[src/design/dcomm_pkg.sv]
// Package for the serial datacomm register set.
// Assumes AXI4-Lite word access; register index times four is the byte address.
package dcomm_pkg;
    // ----------------------------------------
    // Register indices
    // ----------------------------------------
    localparam logic [3:0] REG_IDENT = 4'h0;
    localparam logic [3:0] REG_HW_INT = 4'h1;
    localparam logic [3:0] REG_ACTIVITY = 4'h2;
    localparam logic [3:0] REG_PROTOCOL = 4'h3;
    localparam logic [3:0] REG_CAUSE = 4'h4;
    localparam logic [3:0] REG_INBOUND = 4'h5;
    localparam logic [3:0] REG_BREAK = 4'h6;
    localparam logic [3:0] REG_MODEM_IN = 4'h7;
    localparam logic [3:0] REG_MODEM_OUT = 4'h8;
    localparam logic [3:0] REG_CB_TYPE = 4'h9;
    localparam logic [3:0] REG_CB_MODE = 4'ha;
    localparam logic [3:0] REG_FREE = 4'hb;
    localparam logic [3:0] REG_CONNECT = 4'hc;
    localparam logic [3:0] REG_MASK = 4'hd;
    localparam logic [3:0] REG_ERROR = 4'he;
    // ----------------------------------------
    // Values
    // ----------------------------------------
    localparam logic [7:0] PROTO_ASYNC = 8'h01;
    localparam logic [7:0] PROTO_LINK = 8'h02;
    localparam logic [15:0] ERR_ILLEGAL = 16'h0147;
    localparam logic [7:0] MODEM_OUT_RESET = 8'h00;
    localparam logic [7:0] MASK_RESET = 8'h00;
    localparam logic [7:0] CONN_DISC = 8'h00;
    localparam logic [7:0] CONN_TRY = 8'h01;
    localparam logic [7:0] CONN_DIAL = 8'h02;
    localparam logic [7:0] CONN_UP = 8'h03;
    localparam logic [7:0] CB_BREAK = 8'hfa;
    localparam logic [7:0] CB_ERR = 8'hfb;
    localparam logic [7:0] CB_EOL = 8'hfc;
    localparam logic [7:0] CB_PROMPT = 8'hfd;
    localparam logic [7:0] CB_LINK = 8'hfe;
    localparam logic [7:0] CH_ETX = 8'h03;
    localparam logic [7:0] CH_EOT = 8'h04;
    localparam int CB_BYTES = 3;
    localparam logic [1:0] AXI_OKAY = 2'b00;
    localparam logic [1:0] AXI_SLVERR = 2'b10;
endpackage

[src/design/dcomm_regs.sv]
// Register set of a serial datacomm card behind an AXI4-Lite slave.
// Assumes the serial engine reports events, queue state and control blocks as ports.
// Operation
// Written values above 255 are refused and logged as error code 327.
// Control registers hold defaults after reset until software overwrites them.
// Writing 1..255 to register 0 resets the card and flushes both queues.
// Register 3 reads active protocol, 1 async, 2 data link.
// Register 3 write selects protocol used after the next card reset.
// Async cause bits: data, prompt, error, modem, idle, carrier, eol, break.
// Data link cause bits: block, space, error; bits 6 and 7 unused.
// Reading the cause register clears all its bits.
// Register 5 reports inbound queue: empty, data, control, both.
// Data link terminate sends pending block ending ETX then EOT.
// Async terminate turns half-duplex line; next output raises RTS.
// Register 6 reads 1 while break pending, else 0.
// Any write to register 6 requests break; async length from register 39. Here break_len is tied to 0.
// Data link break sends reverse interrupt reply or contention character.
// Register 7 shows DSR, DCD, CTS, RI and a cable input.
// Register 8 drives RTS, DTR, rate select, three cable drivers; reads back.
// Bit 6 selects transmit clock, bit 7 receive clock, 1 internal.
// Driver register resets to 0; half-duplex RTS changes only via output. Here writes to register 12 and dial completion still change bit 0.
// Registers 9 and 10 show async control block type and mode.
// Data link blocks use type 254, modes ETB 1, ETX 2, type 253 selects.
// Register 11 gives free outbound bytes only if three blocks fit.
// Register 12 shows connection state; writes disconnect, connect, or dial.
// Register 13 masks causes bit for bit and resets to zero. Here the register 4 read ignores mask_q.
`timescale 1ns/10ps
module dcomm_regs
    import dcomm_pkg::*;
#(
    parameter logic [7:0] CARD_ID = 8'h5a, // Arbitrary value.
    parameter int FREE_W = 8
) (
    input wire logic aclk,
    input wire logic aresetn,
    input wire logic [5:0] s_axi_awaddr,
    input wire logic s_axi_awvalid,
    output logic s_axi_awready,
    input wire logic [31:0] s_axi_wdata,
    input wire logic [3:0] s_axi_wstrb,
    input wire logic s_axi_wvalid,
    output logic s_axi_wready,
    output logic [1:0] s_axi_bresp,
    output logic s_axi_bvalid,
    input wire logic s_axi_bready,
    input wire logic [5:0] s_axi_araddr,
    input wire logic s_axi_arvalid,
    output logic s_axi_arready,
    output logic [31:0] s_axi_rdata,
    output logic [1:0] s_axi_rresp,
    output logic s_axi_rvalid,
    input wire logic s_axi_rready,
    input wire logic switch_link_mode,
    input wire logic [7:0] event_pulse,
    input wire logic inbound_has_data,
    input wire logic inbound_has_ctrl,
    input wire logic [FREE_W-1:0] outbound_free,
    input wire logic [4:0] modem_in,
    input wire logic half_duplex,
    input wire logic data_output,
    input wire logic break_done,
    input wire logic cb_valid,
    input wire logic [7:0] cb_type,
    input wire logic [7:0] cb_mode,
    input wire logic dial_done,
    input wire logic carrier_up,
    output logic card_reset,
    output logic link_mode,
    output logic [7:0] modem_out,
    output logic terminate_pulse,
    output logic [7:0] term_char,
    output logic break_pulse,
    output logic reverse_interrupt_reply,
    output logic contention_character,
    output logic [7:0] break_len
);
    // ----------------------------------------
    // Bus handshake
    // ----------------------------------------
    logic aw_q, w_q, ar_q;
    logic [3:0] waddr_q, raddr_q;
    logic [31:0] wdata_q;
    logic [3:0] wstrb_q;
    logic wr_fire, rd_fire;
    logic [7:0] wv;
    logic illegal;

    assign s_axi_awready = !aw_q && !s_axi_bvalid;
    assign s_axi_wready = !w_q && !s_axi_bvalid;
    assign s_axi_arready = !ar_q && !s_axi_rvalid;
    assign wr_fire = aw_q && w_q;
    assign rd_fire = ar_q;
    assign wv = wdata_q[7:0];
    // Only full low-byte words with nothing above bit 7 are legal values.
    // Registers 3 and 12 take only their listed codes; any other value is refused too.
    assign illegal = (wdata_q[31:8] != 24'h000000) || !wstrb_q[0]
        || (waddr_q == REG_PROTOCOL && wv != PROTO_ASYNC && wv != PROTO_LINK)
        || (waddr_q == REG_CONNECT && wv > CONN_DIAL);

    always_ff @(posedge aclk) begin
        if (!aresetn) begin
            aw_q <= 1'b0;
            waddr_q <= 4'h0;
        end else if (s_axi_awvalid && s_axi_awready) begin
            aw_q <= 1'b1;
            waddr_q <= s_axi_awaddr[5:2];
        end else if (wr_fire) begin
            aw_q <= 1'b0;
        end
    end

    always_ff @(posedge aclk) begin
        if (!aresetn) begin
            w_q <= 1'b0;
            wdata_q <= 32'h00000000;
            wstrb_q <= 4'h0;
        end else if (s_axi_wvalid && s_axi_wready) begin
            w_q <= 1'b1;
            wdata_q <= s_axi_wdata;
            wstrb_q <= s_axi_wstrb;
        end else if (wr_fire) begin
            w_q <= 1'b0;
        end
    end

    always_ff @(posedge aclk) begin
        if (!aresetn) begin
            ar_q <= 1'b0;
            raddr_q <= 4'h0;
        end else if (s_axi_arvalid && s_axi_arready) begin
            ar_q <= 1'b1;
            raddr_q <= s_axi_araddr[5:2];
        end else if (rd_fire) begin
            ar_q <= 1'b0;
        end
    end

    // ----------------------------------------
    // Write decode
    // ----------------------------------------
    logic wr_ok;
    logic [7:0] proto_next_q, proto_q, mask_q, conn_q, modem_out_q, cause_q;
    logic [15:0] err_q;
    logic break_pend_q, rts_hold_q, cb_seen_q;
    logic [7:0] cb_type_q, cb_mode_q;
    logic wr_mapped;

    assign wr_mapped = (waddr_q <= REG_MASK) && (waddr_q != REG_HW_INT)
        && (waddr_q != REG_ACTIVITY) && (waddr_q != REG_CAUSE)
        && (waddr_q != REG_MODEM_IN) && (waddr_q != REG_CB_TYPE)
        && (waddr_q != REG_CB_MODE) && (waddr_q != REG_FREE);
    assign wr_ok = wr_fire && wr_mapped && !illegal;
    assign card_reset = wr_ok && waddr_q == REG_IDENT && wv != 8'h00;

    always_ff @(posedge aclk) begin
        if (!aresetn) begin
            s_axi_bvalid <= 1'b0;
            s_axi_bresp <= AXI_OKAY;
        end else if (wr_fire) begin
            s_axi_bvalid <= 1'b1;
            s_axi_bresp <= (wr_mapped && !illegal) ? AXI_OKAY : AXI_SLVERR;
        end else if (s_axi_bready) begin
            s_axi_bvalid <= 1'b0;
        end
    end

    // Error code stays until a new legal write replaces it.
    always_ff @(posedge aclk) begin
        if (!aresetn) begin
            err_q <= 16'h0000;
        end else if (wr_fire && illegal) begin
            err_q <= ERR_ILLEGAL;
        end else if (wr_ok) begin
            err_q <= 16'h0000;
        end
    end

    // Protocol choice survives card reset; only the active copy reloads.
    always_ff @(posedge aclk) begin
        if (!aresetn) begin
            proto_next_q <= 8'h00;
            // The reset is synchronous, so the switch level may load here.
            proto_q <= switch_link_mode ? PROTO_LINK : PROTO_ASYNC;
        end else begin
            if (wr_ok && waddr_q == REG_PROTOCOL && (wv == PROTO_ASYNC || wv == PROTO_LINK)) begin
                proto_next_q <= wv;
            end
            if (card_reset) begin
                if (proto_next_q != 8'h00) begin
                    proto_q <= proto_next_q;
                end else begin
                    proto_q <= switch_link_mode ? PROTO_LINK : PROTO_ASYNC;
                end
            end
        end
    end
    assign link_mode = proto_q == PROTO_LINK;

    always_ff @(posedge aclk) begin
        if (!aresetn || card_reset) begin
            mask_q <= MASK_RESET;
        end else if (wr_ok && waddr_q == REG_MASK) begin
            mask_q <= wv;
        end
    end

    // ----------------------------------------
    // Modem drivers and connection
    // ----------------------------------------
    logic term_req;
    assign term_req = wr_ok && waddr_q == REG_INBOUND;
    assign terminate_pulse = term_req;
    assign term_char = link_mode ? CH_ETX : CH_EOT;

    always_ff @(posedge aclk) begin
        if (!aresetn || card_reset) begin
            modem_out_q <= MODEM_OUT_RESET;
            conn_q <= CONN_DISC;
            rts_hold_q <= 1'b0;
        end else begin
            if (wr_ok && waddr_q == REG_MODEM_OUT) begin
                // Half-duplex keeps RTS under the data path's control.
                modem_out_q <= half_duplex ? {wv[7:1], modem_out_q[0]} : wv;
            end else if (wr_ok && waddr_q == REG_CONNECT) begin
                case (wv)
                    CONN_DISC: begin
                        conn_q <= CONN_DISC;
                        modem_out_q[1:0] <= 2'b00;
                    end
                    CONN_TRY: begin
                        conn_q <= CONN_TRY;
                        modem_out_q[1:0] <= 2'b11;
                    end
                    CONN_DIAL: conn_q <= CONN_DIAL;
                    default: conn_q <= conn_q;
                endcase
            end else if (term_req && !link_mode && half_duplex) begin
                modem_out_q[0] <= 1'b0;
                rts_hold_q <= 1'b1;
            end else if (rts_hold_q && data_output) begin
                modem_out_q[0] <= 1'b1;
                rts_hold_q <= 1'b0;
            end else if (conn_q == CONN_DIAL && dial_done) begin
                conn_q <= CONN_TRY;
                modem_out_q[1:0] <= 2'b11;
            end else if (conn_q == CONN_TRY && carrier_up) begin
                conn_q <= CONN_UP;
            end
        end
    end
    assign modem_out = modem_out_q;

    // ----------------------------------------
    // Break
    // ----------------------------------------
    logic brk_req;
    assign brk_req = wr_ok && waddr_q == REG_BREAK;
    assign break_pulse = brk_req && !link_mode;
    assign break_len = 8'h00;
    // A pending inbound block takes the reply; otherwise the next outbound block.
    assign reverse_interrupt_reply = brk_req && link_mode && inbound_has_data;
    assign contention_character = brk_req && link_mode && !inbound_has_data;

    always_ff @(posedge aclk) begin
        if (!aresetn || card_reset) begin
            break_pend_q <= 1'b0;
        end else if (brk_req) begin
            break_pend_q <= 1'b1;
        end else if (break_done) begin
            break_pend_q <= 1'b0;
        end
    end

    // ----------------------------------------
    // Cause and control block capture
    // ----------------------------------------
    logic [7:0] ev_valid;
    logic cause_rd;
    assign ev_valid = link_mode ? (event_pulse & 8'h3f) : event_pulse;
    assign cause_rd = rd_fire && raddr_q == REG_CAUSE;

    // New events in the read cycle survive the clear.
    always_ff @(posedge aclk) begin
        if (!aresetn || card_reset) begin
            cause_q <= 8'h00;
        end else if (cause_rd) begin
            cause_q <= ev_valid;
        end else begin
            cause_q <= cause_q | ev_valid;
        end
    end

    always_ff @(posedge aclk) begin
        if (!aresetn || card_reset) begin
            cb_type_q <= 8'h00;
            cb_mode_q <= 8'h00;
        end else if (cb_valid) begin
            cb_type_q <= cb_type;
            cb_mode_q <= cb_mode;
        end
    end

    // ----------------------------------------
    // Read data
    // ----------------------------------------
    logic [7:0] rv;
    logic [7:0] free_b;
    assign free_b = (outbound_free >= FREE_W'(CB_BYTES * 3))
        ? 8'(outbound_free) : 8'h00;

    always_comb begin
        case (raddr_q)
            REG_IDENT: rv = CARD_ID;
            REG_HW_INT: rv = {7'h00, |mask_q};
            REG_ACTIVITY: rv = 8'h00;
            REG_PROTOCOL: rv = proto_q;
            REG_CAUSE: rv = cause_q & mask_q | cause_q;
            REG_INBOUND: rv = {6'h00, inbound_has_ctrl, inbound_has_data};
            REG_BREAK: rv = {7'h00, break_pend_q};
            REG_MODEM_IN: rv = {3'h0, modem_in};
            REG_MODEM_OUT: rv = modem_out_q;
            REG_CB_TYPE: rv = cb_type_q;
            REG_CB_MODE: rv = cb_mode_q;
            REG_FREE: rv = free_b;
            REG_CONNECT: rv = conn_q;
            REG_MASK: rv = mask_q;
            REG_ERROR: rv = 8'h00;
            default: rv = 8'h00;
        endcase
    end

    always_ff @(posedge aclk) begin
        if (!aresetn) begin
            s_axi_rvalid <= 1'b0;
            s_axi_rdata <= 32'h00000000;
            s_axi_rresp <= AXI_OKAY;
        end else if (rd_fire) begin
            s_axi_rvalid <= 1'b1;
            // The error code is the only value wider than one byte.
            s_axi_rdata <= (raddr_q == REG_ERROR) ? {16'h0000, err_q} : {24'h000000, rv};
            s_axi_rresp <= (raddr_q <= REG_ERROR) ? AXI_OKAY : AXI_SLVERR;
        end else if (s_axi_rready) begin
            s_axi_rvalid <= 1'b0;
        end
    end
endmodule

[config.mk]
export PLATFORM = sky130hd
export DESIGN_NAME = dcomm_regs
export DESIGN_NICKNAME = d
export VERILOG_FILES = /design/src/design/dcomm_pkg.sv /design/src/design/dcomm_regs.sv
export SDC_FILE = /design/constraint.sdc
export NUM_CORES = 1
export LEC_CHECK = 0
export CAP_MARGIN = 25
export CORE_MARGIN = 3
export CORE_UTILIZATION = 35
export DETAILED_ROUTE_END_ITERATION = 12
export DONT_BUFFER_PORTS = 1
export SLEW_MARGIN = 10
export SYNTH_ARGS = -nofsm -noshare
export SYNTH_HDL_FRONTEND = slang
export SYNTH_SLANG_ARGS = --single-unit
[constraint.sdc]
create_clock -name aclk -period 3.41 [get_ports aclk]
set_input_delay 0.341 -clock aclk [delete_from_list [all_inputs] [get_ports aclk]]
set_output_delay 0.341 -clock aclk [all_outputs]
set_load 0.005 [all_outputs]
==> metrics.md <==
| Metric | Value |
|---|---|
| Fin. Hold Viols | 0 |
| First-pass GRT wire length | 24200 um |
| VDD IR max | 0.000399 V |
| CP Capture Point | reverse_interrupt_reply |
| Drt first-iter violations | 450 |
| Hold Crit Class | input port to register |
| Area growth syn-to-layout | 11.2% |
| Inserted Diodes | 0 |
| Total design power | 3.66 mW |
| GRT overflow | 0 |
| DR pass1 iterations | 5 |
| Cell Area, Synth | 5710 um^2 |
| Leak pwr | 2.54 nW |
| Crit start category | register |
| CP Max Fanout | 6 |
| Final period utilization | 0.955 |
| Dpl cells | 858 |
| Post-synth EDFFs | 8 |
| CTS Buf Count | 17 |
| Root Driver | clkbuf_16 |
| Num rows | 46 |
| Synth Register Bits | 118 |
| Warnings, synthesis | 0 |
| Clock-pin slew on the worst setup and hold paths | 0.06 ns |
| Vias | 4703 |
| Top-area cell type share of the netlist area | 0.385 |
| Worst-Skew Late Latency | 0.41 ns |
| Cell taking the most area after synthesis | dfxtp_1 |
| Core area | 15900 um^2 |
| Post-synth top cells | dfxtp_1, nand2_1, nor2_1 |
| Dominant synthesized flop cell | dfxtp_1 |
| Worst slew margin | 0.358 |
| Number of max-cap violations | 0 |
| Seq/Total Area, Yosys | 0.427 |
| Post-synth ARST share | 0 |
| Die area | 17900 um^2 |
| Via-to-Cell Ratio | 5.27 |
| Mapped Cells | 683 |
| H-tree depth | 4 |
| Pin count of the biggest net entering global routing | 52 |
| Vias in the first global route | 4330 |
| Initial Util | 0.358 |
| Tmin final | 3.25 ns |
| Avg Synthesized Cell Area | 8.37 um^2 |
| Worst setup path category | register to primary output |
| Pwr/cell area | 576 nW/um^2 |
| Post-synth cell types | 61 |
| Average routed wire per standard cell | 17.7 um |
| R2R Path End | proto_next_q[6]$_SDFFE_PN0P_ |
| CP endpoint kind | primary output |
| Req. time, crit path | 3.07 ns |
| Peak Freq | 307 MHz |
| Routed Antenna Nets | 0 |
| Outcome | finished, final reports clean |
| Reg2reg start | wdata_q[2]$_SDFFE_PN0P_ |
| Final slew viol count | 0 |
| Port Buffers | 0 |
| Overall Global Routing Usage | 0.174 |
| Final nets | 764 |
| Die H | 134 um |
| # setup viols final | 0 |
| FF-to-FF setup slack | 0.66 ns |
| I/O pin count | 172 |
| Worst reg2reg path depth | 5 |
| CTS tree | yes |
| Worst Setup SP | wdata_q[2]$_SDFFE_PN0P_ |
| GP Congestion | 0.868 |
| Finished Layout Cells | 892 |
| CTS sink cnt | 118 |
| Antenna violations before repair | 0 |
| RSZ-0062 raised after global routing | no |
| Synth area leaders | dfxtp_1, mux2i_1, a21oi_1 |
| Cell with the most instances after synthesis | dfxtp_1 |
| Longest Clk Path Bufs | 2 |
| Setup_tns | 0 ns |
| Die Wd | 134 um |
| Proportion of layout cells with a drive suffix above 1 | 0.0754 |
| Actual slew at the worst max-slew pin | 0.949 ns |
| Skew final | 0.00635 ns |
| DP HPWL | 11800 um |
| Final WL | 15800 um |
| Critical Path AT | 2.91 ns |
| DRC violations left | 0 |
## power breakdown
group          internal (mW)  total (mW)  switching (mW)
registers               1.46        1.55          0.0804
clock network           1.15        1.80           0.655
logic                  0.128       0.312           0.184
## repair_timing
item / 4_1_cts / 5_1_grt
setup buffers: 0 / 0
resized for setup: 1 / 0
endpoints found under the setup margin: 3 / 0
hold buffers: 0 / 0
## flip-flops by register name, indices dropped and copies added (netlist names), 2 cells and up
name	count
s_axi_rdata	9
proto_q	8
proto_next_q	8
mask_q	8
wdata_q	32
cb_type_q	8
cause_q	8
conn_q	2
modem_out	8
waddr_q	4
cb_mode_q	8
raddr_q	4
## stage by stage
step	util	hold slack, ns	instance area [um^2]	worst slack, ns
finish	0.399	0.0455	6350	0.155
CTS	0.396	0.0274	6310	0.138
global placement	0.357	0.441	5700	0.439
floorplan	-	0.432	5850	0.898
detailed placement	0.357	0.449	5700	0.394
global route	0.399	0.0289	6350	0.0515
## how the worst min path moves through the flow
stage / startpoint / to / cells past startpoint
2_1_floorplan: wstrb_q[0]$_SDFFE_PN0P_ / wstrb_q[0]$_SDFFE_PN0P_ / 2
3_3_place_gp: wstrb_q[0]$_SDFFE_PN0P_ / wstrb_q[0]$_SDFFE_PN0P_ / 2
3_5_place_dp: wdata_q[12]$_SDFFE_PN0P_ / wdata_q[12]$_SDFFE_PN0P_ / 2
4_1_cts: aresetn / s_axi_rdata[0]$_SDFFE_PN0P_ / 1
5_1_grt: aresetn / s_axi_rdata[0]$_SDFFE_PN0P_ / 1
6_report: aresetn / s_axi_rdata[0]$_SDFFE_PN0P_ / 1
## final cells by class
cell class | instances | area [um^2]
fillers | 1649 | 9590
multi-input cells | 503 | 2890
flip-flops and latches | 118 | 2440
clock buffers | 17 | 425
well taps | 216 | 270
clock inverters | 15 | 180
repair buffers | 9 | 95.1
inverters | 14 | 52.6
## worst max-delay path, cell delays in order, from the launching register on
cell     delay, ns
dfxtp_1       0.33
or4_1         0.65
o41a_1        0.48
nor4_2        0.41
nand4_1       0.35
nor3_1        0.29
## layer usage
layer / vias to the layer above / wire (um) / global-route usage
met5: - / 0 / 0
met4: 0 / 211 / 0.0554
met3: 15 / 1260 / 0.0578
met2: 189 / 7170 / 0.264
met1: 2210 / 7140 / 0.235
li1: 2289 / - / -
## cells in the final DEF (no fill, tap or decap), types with 11 or more instances in the layout
cell type	Yosys	final
a21oi_1	68	68
and2_1	14	14
and3_1	11	11
clkbuf_16	0	17
conb_1	1	38
dfxtp_1	110	110
inv_1	14	14
mux2i_1	42	42
nand2_1	87	87
nand3_1	17	17
nor2_1	71	71
nor4_1	12	11
o21ai_0	17	17
## logic make-up after synthesis
kind of cell           share of synthesized area
AO/OA/AOI/OAI                              0.162
other                                   0.000656
buffers and inverters                     0.0926
multiplexers                              0.0834
AND/OR/NAND/NOR                            0.229
flip-flops                                 0.427
XOR/XNOR                                 0.00460
Note: power is estimated with default switching activity, not from simulation.
